File: config.mk
export PLATFORM = sky130hd
export DESIGN_NAME = sfp_port
export DESIGN_NICKNAME = d
export VERILOG_FILES = /design/src/sfp_port.v
export VERILOG_INCLUDE_DIRS = /design/src
export SDC_FILE = /design/constraint.sdc
export NUM_CORES = 1
export LEC_CHECK = 0
export BUFFER_PORTS_ARGS = -buffer_cell sky130_fd_sc_hd__buf_2
export CAP_MARGIN = 0
export CORE_ASPECT_RATIO = 2
export CORE_MARGIN = 2
export CORE_UTILIZATION = 52
export CTS_BUF_LIST = sky130_fd_sc_hd__clkbuf_8
export DETAILED_ROUTE_END_ITERATION = 8
export PLACE_DENSITY = 0.83
export SYNTH_ARGS = -nofsm -noshare
export SYNTH_HDL_FRONTEND = slang
export SYNTH_SLANG_ARGS = --single-unit
File: constraint.sdc
create_clock -name ref_clk -period 2.9 [get_ports ref_clk]
set_input_delay 0.87 -clock ref_clk [delete_from_list [all_inputs] [get_ports ref_clk]]
set_output_delay 0.87 -clock ref_clk [all_outputs]
set_load 0.05 [all_outputs]
File: src/sfp_consts.vh
// sfp_consts.vh: constants for the serial flash programming port
// assumes inclusion by bare name from the port's design file
`ifndef SFP_CONSTS_VH
`define SFP_CONSTS_VH

// ****************************************************************
// command codes
// ****************************************************************
`define SFP_CMD_PAGE_READ    8'hff
`define SFP_CMD_PAGE_PROG    8'h41
`define SFP_CMD_ERASE_ALL    8'ha7
`define SFP_CMD_ERASE_OK     8'hd0
`define SFP_CMD_READ_STATUS  8'h70
`define SFP_CMD_CLEAR_STATUS 8'h50
`define SFP_CMD_ID_CHECK     8'hf5

// ****************************************************************
// sizes and status fields
// ****************************************************************
`define SFP_BYTE_BITS        4'h8
`define SFP_PAGE_BYTES       9'h100
`define SFP_ID_BYTES         3'h7
`define SFP_ID_HDR_BYTES     9'h005
`define SFP_BOOT_PAGE_FIRST  8'hf0
`define SFP_SR_READY_BIT     7
`define SFP_SR_ERASE_BIT     5
`define SFP_SR_PROG_BIT      4
`define SFP_SR_RESET         8'h80

`endif

File: src/sfp_port.v
// sfp_port.v: clock-synchronous serial programming port with command decoder
// assumes ref_clk far faster than the transfer clock; flash core sits outside
//
// Operation
// - enter mode when three pins high at release
// - eight-bit units, least significant bit first
// - sample receive line on rising clock edge
// - change transmit line on falling clock edge
// - handshake low when ready, high on reception
// - handshake high through every busy period
// - only user area programmable, boot refused
// - seven-byte identification code is the key
// - non-blank flash rejects commands other than read-status and id check until id matches
// - return memory or status after command
// - read-status returns two status bytes
// - clear-status clears error bits, then ready
// - page program: command, two addresses, 256 bytes
// - blank flash accepts every command
`include "sfp_consts.vh"

module sfp_port (
   ref_clk,
   resetn,
   transfer_clock_pin,
   receive_data_pin,
   mode_select_irq_pin,
   operating_mode_pin,
   transmit_data_pin,
   handshake_ready_pin,
   serial_mode,
   flash_blank,
   flash_busy,
   flash_prog_fail,
   flash_erase_fail,
   flash_rd_data,
   stored_id_flat,
   flash_addr,
   flash_wr_data,
   flash_wr_stb,
   flash_erase_stb
);
   input  wire        ref_clk;             // 10 mhz block clock
   input  wire        resetn;              // synchronous reset, active low
   input  wire        transfer_clock_pin;  // clock from programmer
   input  wire        receive_data_pin;    // serial data in
   input  wire        mode_select_irq_pin; // mode strap
   input  wire        operating_mode_pin;  // mode strap
   output reg         transmit_data_pin;   // serial data out
   output wire        handshake_ready_pin; // high while busy
   output reg         serial_mode;         // programming mode latched
   input  wire        flash_blank;         // whole flash erased
   input  wire        flash_busy;          // core program or erase running
   input  wire        flash_prog_fail;     // pulse: program error
   input  wire        flash_erase_fail;    // pulse: erase error
   input  wire [7:0]  flash_rd_data;       // byte at flash_addr
   input  wire [55:0] stored_id_flat;      // stored key, byte 0 low
   output reg  [15:0] flash_addr;          // byte address to core
   output reg  [7:0]  flash_wr_data;       // write byte
   output reg         flash_wr_stb;        // one-cycle write pulse
   output reg         flash_erase_stb;     // one-cycle erase-all pulse

   // ****************************************************************
   // pin synchronisers
   // ****************************************************************
   reg [1:0] sck_sync_reg;  // stage 0 read only by stage 1
   reg [1:0] rxd_sync_reg;
   reg [1:0] irq_sync_reg;
   reg [1:0] cnv_sync_reg;
   reg       sck_prev_reg;  // last synchronised clock level
   wire      sck_rise = sck_sync_reg[1] & ~sck_prev_reg;
   wire      sck_fall = ~sck_sync_reg[1] & sck_prev_reg;

   // two flops on every pin before any logic looks at it
   always @(posedge ref_clk) begin
      if (!resetn) begin
         // clock stages rest high like the idle pin, so release shows no false edge
         sck_sync_reg <= 2'h3;
         rxd_sync_reg <= 2'h0;
         irq_sync_reg <= 2'h0;
         cnv_sync_reg <= 2'h0;
         sck_prev_reg <= 1'h1;
      end else begin
         sck_sync_reg <= {sck_sync_reg[0], transfer_clock_pin};
         rxd_sync_reg <= {rxd_sync_reg[0], receive_data_pin};
         irq_sync_reg <= {irq_sync_reg[0], mode_select_irq_pin};
         cnv_sync_reg <= {cnv_sync_reg[0], operating_mode_pin};
         sck_prev_reg <= sck_sync_reg[1];
      end
   end

   // ****************************************************************
   // mode strap capture
   // ****************************************************************
   reg strap_done_reg; // strap sampled once after release
   reg [1:0] strap_wait_reg; // lets synchronisers fill first

   // straps sampled in clocked logic after release, never under reset
   always @(posedge ref_clk) begin
      if (!resetn) begin
         strap_done_reg <= 1'h0;
         strap_wait_reg <= 2'h0;
         serial_mode    <= 1'h0;
      end else if (!strap_done_reg) begin
         strap_wait_reg <= strap_wait_reg + 2'h1;
         if (strap_wait_reg == 2'h2) begin
            strap_done_reg <= 1'h1;
            serial_mode    <= sck_sync_reg[1] & irq_sync_reg[1]
                              & cnv_sync_reg[1];
         end
      end
   end

   // ****************************************************************
   // shifter and command decoder
   // ****************************************************************
   localparam ST_IDLE = 2'h0; // waiting for a byte
   localparam ST_EXEC = 2'h1; // waiting on flash core
   localparam ST_TX   = 2'h2; // transmit byte in progress

   reg [1:0]  state_reg;
   reg [7:0]  rx_shift_reg;   // lsb arrives first
   reg [3:0]  bit_cnt_reg;    // bits of the current unit
   reg [7:0]  tx_shift_reg;
   reg [8:0]  byte_idx_reg;   // byte number within command
   reg [7:0]  cmd_reg;        // first byte of command
   reg [7:0]  status_reg;     // status byte
   reg        id_ok_reg;      // key accepted
   reg        id_bad_reg;     // mismatch seen in this check
   reg        in_rx_reg;      // receive unit started
   reg        exec_reg;       // command completes after core idle
   wire       error_bits = status_reg[`SFP_SR_ERASE_BIT] | status_reg[`SFP_SR_PROG_BIT];
   wire       unlocked   = id_ok_reg | flash_blank;
   wire [2:0] id_pos     = byte_idx_reg[2:0] - 3'h5; // key byte index
   wire [7:0] rx_byte    = {rxd_sync_reg[1], rx_shift_reg[7:1]}; // only the second stage

   // high whenever a unit is moving or the core works
   assign handshake_ready_pin = ~serial_mode | in_rx_reg | (state_reg != ST_IDLE)
                                | flash_busy;

   // the receive byte and the full command flow
   always @(posedge ref_clk) begin
      if (!resetn) begin
         state_reg <= ST_IDLE;
         rx_shift_reg <= 8'h00;
         bit_cnt_reg <= 4'h0;
         tx_shift_reg <= 8'h00;
         byte_idx_reg <= 9'h000;
         cmd_reg <= 8'h00;
         status_reg <= `SFP_SR_RESET;
         id_ok_reg <= 1'h0;
         id_bad_reg <= 1'h0;
         in_rx_reg <= 1'h0;
         exec_reg <= 1'h0;
         transmit_data_pin <= 1'h1;
         flash_addr <= 16'h0000;
         flash_wr_data <= 8'h00;
         flash_wr_stb <= 1'h0;
         flash_erase_stb <= 1'h0;
      end else begin
         flash_wr_stb <= 1'h0;
         flash_erase_stb <= 1'h0;
         status_reg[`SFP_SR_READY_BIT] <= ~flash_busy;
         // error pulses set bits; set beats a clear in the same cycle
         if (flash_prog_fail)
            status_reg[`SFP_SR_PROG_BIT] <= 1'h1;
         if (flash_erase_fail)
            status_reg[`SFP_SR_ERASE_BIT] <= 1'h1;
         case (state_reg)
            ST_IDLE: begin
               if (serial_mode && sck_rise) begin
                  in_rx_reg <= 1'h1;
                  rx_shift_reg <= rx_byte;
                  bit_cnt_reg <= bit_cnt_reg + 4'h1;
                  if (bit_cnt_reg == `SFP_BYTE_BITS - 4'h1) begin
                     bit_cnt_reg <= 4'h0;
                     in_rx_reg <= 1'h0;
                     byte_idx_reg <= byte_idx_reg + 9'h001;
                     if (byte_idx_reg == 9'h000) begin
                        cmd_reg <= rx_byte;
                        if (rx_byte == `SFP_CMD_READ_STATUS) begin
                           tx_shift_reg <= status_reg;
                           state_reg <= ST_TX;
                        end else if (rx_byte == `SFP_CMD_CLEAR_STATUS) begin
                           byte_idx_reg <= 9'h000;
                           if (unlocked) begin
                              if (!flash_prog_fail)
                                 status_reg[`SFP_SR_PROG_BIT] <= 1'h0;
                              if (!flash_erase_fail)
                                 status_reg[`SFP_SR_ERASE_BIT] <= 1'h0;
                           end
                        end else if (rx_byte == `SFP_CMD_ID_CHECK) begin
                           id_bad_reg <= 1'h0;
                        end else if (!unlocked) begin
                           byte_idx_reg <= 9'h000; // gated command dropped
                        end
                     end else begin
                        case (cmd_reg)
                           `SFP_CMD_PAGE_READ, `SFP_CMD_PAGE_PROG: begin
                              if (byte_idx_reg == 9'h001)
                                 flash_addr[15:8] <= rx_byte;
                              else if (byte_idx_reg == 9'h002)
                                 flash_addr[7:0] <= 8'h00; // high byte must be zero
                              else begin
                                 flash_wr_data <= rx_byte;
                                 flash_wr_stb <= flash_addr[15:8] < `SFP_BOOT_PAGE_FIRST;
                                 if (flash_addr[15:8] >= `SFP_BOOT_PAGE_FIRST)
                                    status_reg[`SFP_SR_PROG_BIT] <= 1'h1;
                                 exec_reg <= 1'h1;
                                 state_reg <= ST_EXEC;
                              end
                              if (cmd_reg == `SFP_CMD_PAGE_READ && byte_idx_reg == 9'h002) begin
                                 // data fetched at the first falling edge, once the address settles
                                 state_reg <= ST_TX;
                              end
                           end
                           `SFP_CMD_ERASE_ALL: begin
                              byte_idx_reg <= 9'h000;
                              if (rx_byte == `SFP_CMD_ERASE_OK) begin
                                 flash_erase_stb <= 1'h1; // user area only
                                 exec_reg <= 1'h1;
                                 state_reg <= ST_EXEC;
                              end else begin
                                 status_reg[`SFP_SR_PROG_BIT] <= 1'h1;
                                 status_reg[`SFP_SR_ERASE_BIT] <= 1'h1;
                              end
                           end
                           `SFP_CMD_ID_CHECK: begin
                              if (byte_idx_reg >= `SFP_ID_HDR_BYTES) begin
                                 if (rx_byte != stored_id_flat[id_pos*8 +: 8])
                                    id_bad_reg <= 1'h1;
                                 if (id_pos == `SFP_ID_BYTES - 3'h1) begin
                                    byte_idx_reg <= 9'h000;
                                    id_ok_reg <= ~id_bad_reg &
                                       (rx_byte == stored_id_flat[id_pos*8 +: 8]);
                                 end
                              end
                           end
                           default: byte_idx_reg <= 9'h000;
                        endcase
                     end
                  end
               end
            end
            ST_EXEC: begin
               // wait for the core to finish before ready again
               if (!flash_busy && !flash_wr_stb && !flash_erase_stb) begin
                  exec_reg <= 1'h0;
                  state_reg <= ST_IDLE;
                  if (cmd_reg == `SFP_CMD_PAGE_PROG) begin
                     flash_addr[7:0] <= flash_addr[7:0] + 8'h01;
                     if (byte_idx_reg == `SFP_PAGE_BYTES + 9'h003)
                        byte_idx_reg <= 9'h000; // page done
                  end
               end
            end
            ST_TX: begin
               // launch bits on falling edges, lsb first
               if (sck_fall) begin
                  bit_cnt_reg <= bit_cnt_reg + 4'h1;
                  if (cmd_reg == `SFP_CMD_PAGE_READ && bit_cnt_reg == 4'h0) begin
                     // page byte taken straight from the core at the current address
                     transmit_data_pin <= flash_rd_data[0];
                     tx_shift_reg <= {1'b0, flash_rd_data[7:1]};
                  end else begin
                     transmit_data_pin <= tx_shift_reg[0];
                     tx_shift_reg <= {1'b0, tx_shift_reg[7:1]};
                  end
               end
               if (sck_rise && bit_cnt_reg == `SFP_BYTE_BITS) begin
                  bit_cnt_reg <= 4'h0;
                  byte_idx_reg <= byte_idx_reg + 9'h001;
                  state_reg <= ST_TX;
                  if (cmd_reg == `SFP_CMD_READ_STATUS) begin
                     if (byte_idx_reg == 9'h001)
                        tx_shift_reg <= {6'h00, error_bits, status_reg[`SFP_SR_READY_BIT]};
                     else begin
                        byte_idx_reg <= 9'h000;
                        state_reg <= ST_IDLE;
                     end
                  end else begin
                     flash_addr[7:0] <= flash_addr[7:0] + 8'h01; // next page byte
                     if (byte_idx_reg == `SFP_PAGE_BYTES + 9'h002) begin
                        byte_idx_reg <= 9'h000;
                        state_reg <= ST_IDLE;
                     end
                  end
               end
            end
            default: state_reg <= ST_IDLE;
         endcase
      end
   end

endmodule

# ---- Yosys cells after proc, flatten, opt, wreduce, memory -nomap -nowiden
# Index checks and enable logic that the tools add are counted.
dict set report classes {
  addsub 5
  order_cmp 3
  n_eq_ne 43
  shift 1
  muxes 88
  n_bitwise 25
  reduce_logical 34
}
# operator count
set ops {}
lappend ops {{$mux W8} 18}
lappend ops {{$mux W9} 16}
lappend ops {{$shiftx A56 B7 Y8} 1}
lappend ops {{$mux W2} 21}
lappend ops {{$eq A8 B8 Y1 const B} 5}
lappend ops {{$eq A8 B7 Y1 const B} 4}
lappend ops {{$ne A2 B2 Y1 const B} 14}
lappend ops {{$pmux W9 S3} 1}
lappend ops {{$pmux W8 S3} 1}
lappend ops {{$reduce_and A7 Y1} 3}
lappend ops {{$mux W1} 20}
lappend ops {{$eq A9 B9 Y1 const B} 2}
lappend ops {{$pmux W9 S2} 1}
lappend ops {{$reduce_and A9 Y1} 2}
lappend ops {{$mux W4} 4}
lappend ops {{$pmux W8 S2} 1}
lappend ops {{$not A1 Y1} 15}
lappend ops {{$reduce_and A11 Y1} 1}
lappend ops {{$ne A5 B5 Y1 const B} 2}
lappend ops {{$reduce_bool A2 Y1} 5}
lappend ops {{$add A9 B1 Y9 const B} 1}
lappend ops {{$eq A9 B1 Y1 const B} 1}
lappend ops {{$eq A9 B2 Y1 const B} 1}
lappend ops {{$ge A9 B3 Y1 const B} 1}
lappend ops {{38 further kinds} 58}
dict set report word_totals {
  reg_bits 85
  inputBits 74
  output_inout_bits 29
  word_cells 223
}

# ---- Depth between registers and ports, before layout
# Gate-level depths: netlist of run 1.
dict set report logic_depth {
  word_depth 9
  ltp_mapped 11
  mapped_depth_nobuf 8
}

# ---- Worst setup path after synthesis of run 1
# No wires, ideal clock.
dict set report synth_timing {
  path_type {flip-flop to flip-flop}
  from {register byte_idx_reg[0]}
  to {register id_bad_reg}
  setup_time_ns 0.118
  t_arrival_ns 3.050
  t_required_ns 2.782
  setup_slack_ns -0.267
  stages_incl_launch_ff 12
  synth_period_minus_slack_ns 3.167
  path_cell_list {dfxtp_1 clkbuf_1 buf_1 inv_1 ha_1 buf_1 mux2_2 a22oi_1 xnor2_1 nor4_1 o221ai_1 o2111a_1}
}
dict set report synth_via {
  elab_chain_cells 5
  word_cells_on_any_way 13
  classes_between {add/sub: 1; order compare: 1; eq/ne: 4; shift: 1; mux: 1; reduce/logical: 5}
}
# item line
set synth_lines {}
lappend synth_lines {{from (decl)} sfp_port.v:124} ;# reg [8:0] byte_idx_reg;
lappend synth_lines {{from (signal assigned)} sfp_port.v:177} ;# byte_idx_reg <= byte_idx_reg + 9'h001;
lappend synth_lines {{from (signal assigned)} sfp_port.v:271} ;# byte_idx_reg <= byte_idx_reg + 9'h001;
lappend synth_lines {{$sub A3 B3 Y3} sfp_port.v:133} ;# wire [2:0] id_pos = byte_idx_reg[2:0] - 3'h5;
lappend synth_lines {{$shiftx A56 B7 Y8} sfp_port.v:229} ;# if (rx_byte != stored_id_flat[id_pos*8 +: 8])
lappend synth_lines {{$ne A8 B8 Y1} sfp_port.v:229}
lappend synth_lines {{$reduce_bool A2 Y1 (no line)} --}
lappend synth_lines {{$reduce_and A9 Y1 (no line)} --}
lappend synth_lines {{to (signal assigned)} sfp_port.v:151} ;# id_bad_reg <= 1'h0;
lappend synth_lines {{to (signal assigned)} sfp_port.v:192} ;# id_bad_reg <= 1'h0;
lappend synth_lines {{to (signal assigned)} sfp_port.v:230} ;# id_bad_reg <= 1'h1;
lappend synth_lines {{to (decl)} sfp_port.v:128} ;# reg id_bad_reg;
# Parallel ways exist; a longest one is shown, timed or not.
# A chain may end at the register's enable or synchronous reset.

# ---- Worst setup path in the final report of run 1
dict set report layout_timing {
  from {register byte_idx_reg[4]}
  to {register byte_idx_reg[2]}
}
dict set report layout_via {
  elab_chain_cells 7
  word_cells_on_any_way 17
  classes_between {order compare: 1; eq/ne: 4; mux: 10; reduce/logical: 2}
}
# item line
set layout_lines {}
lappend layout_lines {{$ge A9 B3 Y1 (no line)} --}
lappend layout_lines {{$mux W9} sfp_port.v:228} ;# if (byte_idx_reg >= `SFP_ID_HDR_BYTES) begin
lappend layout_lines {{$pmux W9 S2} sfp_port.v:197} ;# case (cmd_reg)
lappend layout_lines {{$mux W9} sfp_port.v:178} ;# if (byte_idx_reg == 9'h000) begin
lappend layout_lines {{$mux W9} sfp_port.v:174} ;# if (bit_cnt_reg == `SFP_BYTE_BITS - 4'h1) begin
lappend layout_lines {{$mux W9} sfp_port.v:170} ;# if (serial_mode && sck_rise) begin
lappend layout_lines {{$pmux W9 S3} sfp_port.v:168} ;# case (state_reg)
# Parallel ways exist; a longest one is shown, timed or not. The select of a mux whose other input is x is not followed.

==> results.sh, run 1 <==
export IMPL_cap_violations=0
export IMPL_max_freq_mhz=355.7
export IMPL_worst_pin_slew_ns=0.7161
export IMPL_avgSynthCellArea_um2=8.710
export IMPL_fin_total_pwr_mw=2.151
export IMPL_ys_async_sr_fraction=0
export IMPL_ys_types=67
export IMPL_ys_top_cells_by_area="dfxtp_1 34%, mux2i_1 5.6%, nand2_1 4.5%"
export IMPL_synth_top_area_frac=0.3387
export IMPL_endpoint_kind="flip-flop"
export IMPL_finalClockSkew_ns=0.01016
export IMPL_synth_area_leader_cell="dfxtp_1"
export IMPL_ant_nets=0
export IMPL_leakage_nw=2.392
export IMPL_gr_total_overflow=0
export IMPL_ys_ff_latch=84
export IMPL_dp_hpwl_um=10080
export IMPL_timing_rr_start="byte_idx_reg[4]"
export IMPL_drt_iter0_markers=286
export IMPL_status="complete, no violations"
export IMPL_worstSetupPathType="flip-flop to flip-flop"
export IMPL_die_w_um=73.09
export IMPL_finalMaxSlewViolations=0
export IMPL_wirelength_um=13010
export IMPL_hold_buffers=0
export IMPL_path_clk_slew_ns=0.09
export IMPL_utilization=0.6217
export IMPL_crit_start="byte_idx_reg[4]"
export IMPL_fin_crit_sh=0.9695
export IMPL_power_density_nw_per_um2=371.2
export IMPL_insertedDiodeCount=0
export IMPL_grt_max_degree=37
export IMPL_final_min_clock_period_ns=2.811
export IMPL_root_buffer="clkbuf_8"
export IMPL_worstPathRequired_ns=3.15
export IMPL_syn_area_um2=4965
export IMPL_hold_class="flip-flop to flip-flop"
export IMPL_grt_pass1_vias=4838
export IMPL_syn_instance_count=570
export IMPL_remaining_drc_errors=0
export IMPL_start_kind="flip-flop"
export IMPL_fin_nets=752
export IMPL_relSlewSlack=0.5163
export IMPL_fp_dieH_um=142.2
export IMPL_insertion_delay_ns=0.37
export IMPL_drive_gt1_frac=0.2478
export IMPL_layout_common_cells="102 x buf_2, 84 x dfxtp_1, 60 x nand2_1"
export IMPL_post_cts_buffers=0
export IMPL_seq_area_frac_synth=0.3387
export IMPL_num_vias=4758
export IMPL_start_util=0.5326
export IMPL_max_clock_path_buffers=2
export IMPL_dieArea_um2=10390
export IMPL_final_common_cell="buf_2"
export IMPL_vias_per_cell=6.147
export IMPL_setup_tns_ns=0
export IMPL_ir_drop_mv=0.3330
export IMPL_gr_usage_all_layers=0.2594
export IMPL_firstDrtPassIters=5
export IMPL_antenna_found_initial=0
export IMPL_yosys_warnings=0
export IMPL_hp_start="sck_sync_reg[0]"
export IMPL_rsz0062_at_grt="false"
export IMPL_coreArea_um2=9321
export IMPL_place_gp_congestion=0.9748
export IMPL_hold_viol=0
export IMPL_cts_tree="done"
export IMPL_synth_nets=657
export IMPL_wl_per_cell_um=16.81
export IMPL_clkSinkCount=84
export IMPL_crit_fanout=7
export IMPL_syn_to_final_growth_pct=16.73
export IMPL_grt_first_pass_wirelength_um=21510
export IMPL_io_pins=103
export IMPL_port_buffers=102
export IMPL_cts_buffers=9
export IMPL_ys_flop_type="dfxtp_1"
export IMPL_arrival_ns=3.06
export IMPL_ctsResizeCount=0
export IMPL_setup_violations_final=0
export IMPL_largest_reg_flops=16
export IMPL_synth_edf_count=0
export IMPL_htreeDepth=3
export IMPL_rows=50
[metrics by stage]
stage	instance area (um2)	std cells	worst slack (ns)	hold slack [ns]
CTS	5796	774	0.09388	0.4260
floorplan	4967	570	0.1158	0.3863
global placement	5613	758	0.1828	0.3943
detailed placement	5613	758	0.09990	0.4031
finish	5796	774	0.08856	0.4220
global route	5796	774	0.01670	0.4368
[where the power goes]
part,switching (mW),internal [mW],leakage (nW),total [mW]
Sequential,0.0205,1.18,0.680,1.20
Combinational,0.0712,0.0941,1.62,0.165
Clock,0.462,0.326,0.0925,0.787
Total,0.553,1.60,2.39,2.15
[cell type report]
cell class / count / area, um2
Multi-Input combinational cell: 430 / 3058
Sequential cell: 84 / 1682
Fill cell: 758 / 3526
Inverter: 14 / 52.55
Timing Repair Buffer: 126 / 690.7
Clock inverter: 7 / 58.81
Tap cell: 104 / 130.1
Clock buffer: 9 / 123.9
[worst paths after layout]
| check | to | slack, ns | cells after the start |
|---|---|---|---|
| setup / recovery | byte_idx_reg[2] | 0.09 | 6 |
| hold / removal | sck_sync_reg[1] | 0.42 | 1 |
| setup reg to reg | byte_idx_reg[2] | 0.09 | 6 |
| hold reg to reg | sck_sync_reg[1] | 0.42 | 1 |
[synthesized netlist by cell type (3+ instances only)]
cell       n
nand4b_1   3
or4_1      4
o211ai_1   4
nand2_1   60
a21boi_0  18
nand3_1   18
o21ai_1    6
mux2i_1   28
a211oi_1   4
nor3_1     9
xor2_1    11
nand4_1   15
o21ai_0   13
and2_1    14
buf_2      6
and4_1     4
dfxtp_1   84
a22oi_1    8
inv_1     14
nor2b_1   24
o21a_1     3
a21oi_1   14
nand2b_1   9
nor2_1    26
mux2_2    10
nor4_1    13
a211o_1    3
o22ai_1    4
or3_1      4
mux4_2     8
and3_1    11
clkbuf_1  32
nand3b_1   8
xnor2_1   17
ha_1      13
buf_1      3
[kinds of logic (layout without fill, tap and decap cells)]
logic type | Yosys count | in the layout | synth area share
adder cells (fa/ha/maj) | 13 | 13 | 0.03276
AO/OA/AOI/OAI | 108 | 108 | 0.1583
multiplexers | 46 | 46 | 0.1154
flip-flops | 84 | 84 | 0.3387
XOR/XNOR | 28 | 28 | 0.04939
buffers and inverters | 56 | 156 | 0.04536
AND/OR/NAND/NOR | 235 | 235 | 0.2601
[critical path, cell delays in order (launching register included)]
cell	delay [ns]
dfxtp_1	0.35
or4_1	0.66
or4b_1	0.54
a311o_1	0.39
a22oi_2	0.28
nor4_1	0.09
or3_1	0.38
[metal layers]
layer / GRT usage / vias up / wire (um)
li1: - / 2261 / -
met1: 0.2560 / 2198 / 4538
met2: 0.4855 / 240 / 7184
met3: 0.04603 / 59 / 758
met4: 0.1433 / 0 / 527
met5: 0 / - / 0
(Power assumes the default switching activity.)
==> run 2, diff against run 1 <==
REMOVE_ABC_BUFFERS = 1   (was not set)
==> run 2 against run 1 <==
Effect of this change: clock skew decreased by 0.00061 ns; register-to-register slack improved by 0.08 ns; sequential power about the same; critical path type unchanged; critical endpoint unchanged; highest routed layer unchanged.
==> results.sh, run 2 (synthesis results as in run 1) <==
export IMPL_die_w_um=73.09
export IMPL_fin_ws_ns=0.1680
export IMPL_clkSinkCount=84
export IMPL_multi_input_area_um2=3062
export IMPL_num_vias=4634
export IMPL_layout_common_cells="102 x buf_2, 84 x dfxtp_1, 60 x nand2_1"
export IMPL_wl_per_cell_um=16.93
export IMPL_hold_class="flip-flop to flip-flop"
export IMPL_fin_nets=754
export IMPL_relSlewSlack=0.5842
export IMPL_htreeDepth=3
export IMPL_finalClockSkew_ns=0.009549
export IMPL_grt_pass1_vias=4534
export IMPL_holdWs_ns=0.4150
export IMPL_status="complete, no violations"
export IMPL_final_common_cell="buf_2"
export IMPL_port_buffers=102
export IMPL_grt_max_degree=35
export IMPL_timing_rr_start="byte_idx_reg[4]"
export IMPL_endpoint_kind="flip-flop"
export IMPL_largest_reg_flops=16
export IMPL_syn_to_final_growth_pct=17.16
export IMPL_place_gp_congestion=0.9204
export IMPL_worstSetupPathType="flip-flop to flip-flop"
export IMPL_start_kind="flip-flop"
export IMPL_arrival_ns=2.98
export IMPL_dieArea_um2=10390
export IMPL_insertedDiodeCount=0
export IMPL_hold_buffers=0
export IMPL_remaining_drc_errors=0
export IMPL_cts_buffers=9
export IMPL_ant_nets=0
export IMPL_root_buffer="clkbuf_8"
export IMPL_fin_crit_sh=0.9421
export IMPL_insertion_delay_ns=0.36
export IMPL_antenna_found_initial=0
export IMPL_wirelength_um=13140
export IMPL_worstPathRequired_ns=3.15
export IMPL_fillers=813
export IMPL_drive_gt1_frac=0.2515
export IMPL_vias_per_cell=5.972
export IMPL_cap_violations=0
export IMPL_hp_start="sck_sync_reg[0]"
export IMPL_dp_slack_ns=0.1265
export IMPL_max_freq_mhz=366.0
export IMPL_grt_first_pass_wirelength_um=20870
export IMPL_fp_dieH_um=142.2
export IMPL_utilization=0.6240
export IMPL_leakage_nw=2.395
export IMPL_crit_fanout=6
export IMPL_setup_violations_final=0
export IMPL_regArea_um2=1682
export IMPL_coreArea_um2=9321
export IMPL_hold_viol=0
export IMPL_firstDrtPassIters=4
export IMPL_drt_iter0_markers=284
export IMPL_dp_hpwl_um=10180
export IMPL_ir_drop_mv=0.4184
export IMPL_rows=50
export IMPL_crit_start="byte_idx_reg[4]"
export IMPL_rsz0062_at_grt="false"
export IMPL_gr_total_overflow=0
export IMPL_power_density_nw_per_um2=368.3
export IMPL_cts_tree="done"
export IMPL_max_clock_path_buffers=2
export IMPL_final_min_clock_period_ns=2.732
export IMPL_worst_pin_slew_ns=0.6157
export IMPL_gr_usage_all_layers=0.2549
export IMPL_start_util=0.5326
export IMPL_io_pins=103
export IMPL_path_clk_slew_ns=0.09
export IMPL_finalMaxSlewViolations=0
-- run 2: changes by cell type in the layout (fill, tap and decap cells not counted), sizes merged --
cell	change
clkbuf	+1
clkinvlp	+2
inv	-3
buf	+2
-- run 2: per-stage QoR --
step                TNS [ns]  cell area, um2  power [mW]  cells
floorplan            -0.3485            4792       1.303    528
global placement           0            5628       1.377    760
detailed placement         0            5628       1.390    760
CTS                        0            5813       2.157    776
global route               0            5817       2.218    776
finish                     0            5817       2.142    776
-- run 2: repair_timing --
| item | 4_1_cts | 5_1_grt |
|---|---|---|
| gates resized for setup | 0 | 1 |
| endpoints found under the hold margin | 0 | 0 |
| endpoints found under the setup margin | 0 | 1 |
| setup buffers | 0 | 0 |
-- run 2: report_power, final --
| group | internal, mW | total (mW) | switching [mW] |
|---|---|---|---|
| clock | 0.340 | 0.780 | 0.440 |
| combinational | 0.0937 | 0.165 | 0.0710 |
| sequential | 1.18 | 1.20 | 0.0198 |
-- run 2: final timing paths --
kind | to | slack (ns) | cells after the start
setup / recovery | byte_idx_reg[2] | 0.17 | 6
hold / removal | sck_sync_reg[1] | 0.42 | 1
setup reg to reg | byte_idx_reg[2] | 0.17 | 6
hold reg to reg | sck_sync_reg[1] | 0.42 | 1
-- run 2: cell type report --
class | instances | area share
clock inverters | 6 | 0.008174
clock buffers | 10 | 0.02366
multi-input cells | 430 | 0.5264
repair buffers | 128 | 0.1213
flip-flops and latches | 84 | 0.2891
well taps | 104 | 0.02237
inverters | 14 | 0.009034
-- run 2: critical path, cell delays in order, from the launching register on --
cell     delay (ns)
dfxtp_1        0.35
or4_4          0.59
or4b_1         0.52
a311o_1        0.39
a22oi_2        0.30
nor4_1         0.09
or3_1          0.38
-- run 2: routing by layer --
metal	track usage	vias to the layer above	wire length [um]
met5	0	-	0
met4	0.1442	0	389
met3	0.03541	25	528
met2	0.4661	128	7412
met1	0.2666	2216	4811
li1	-	2265	-
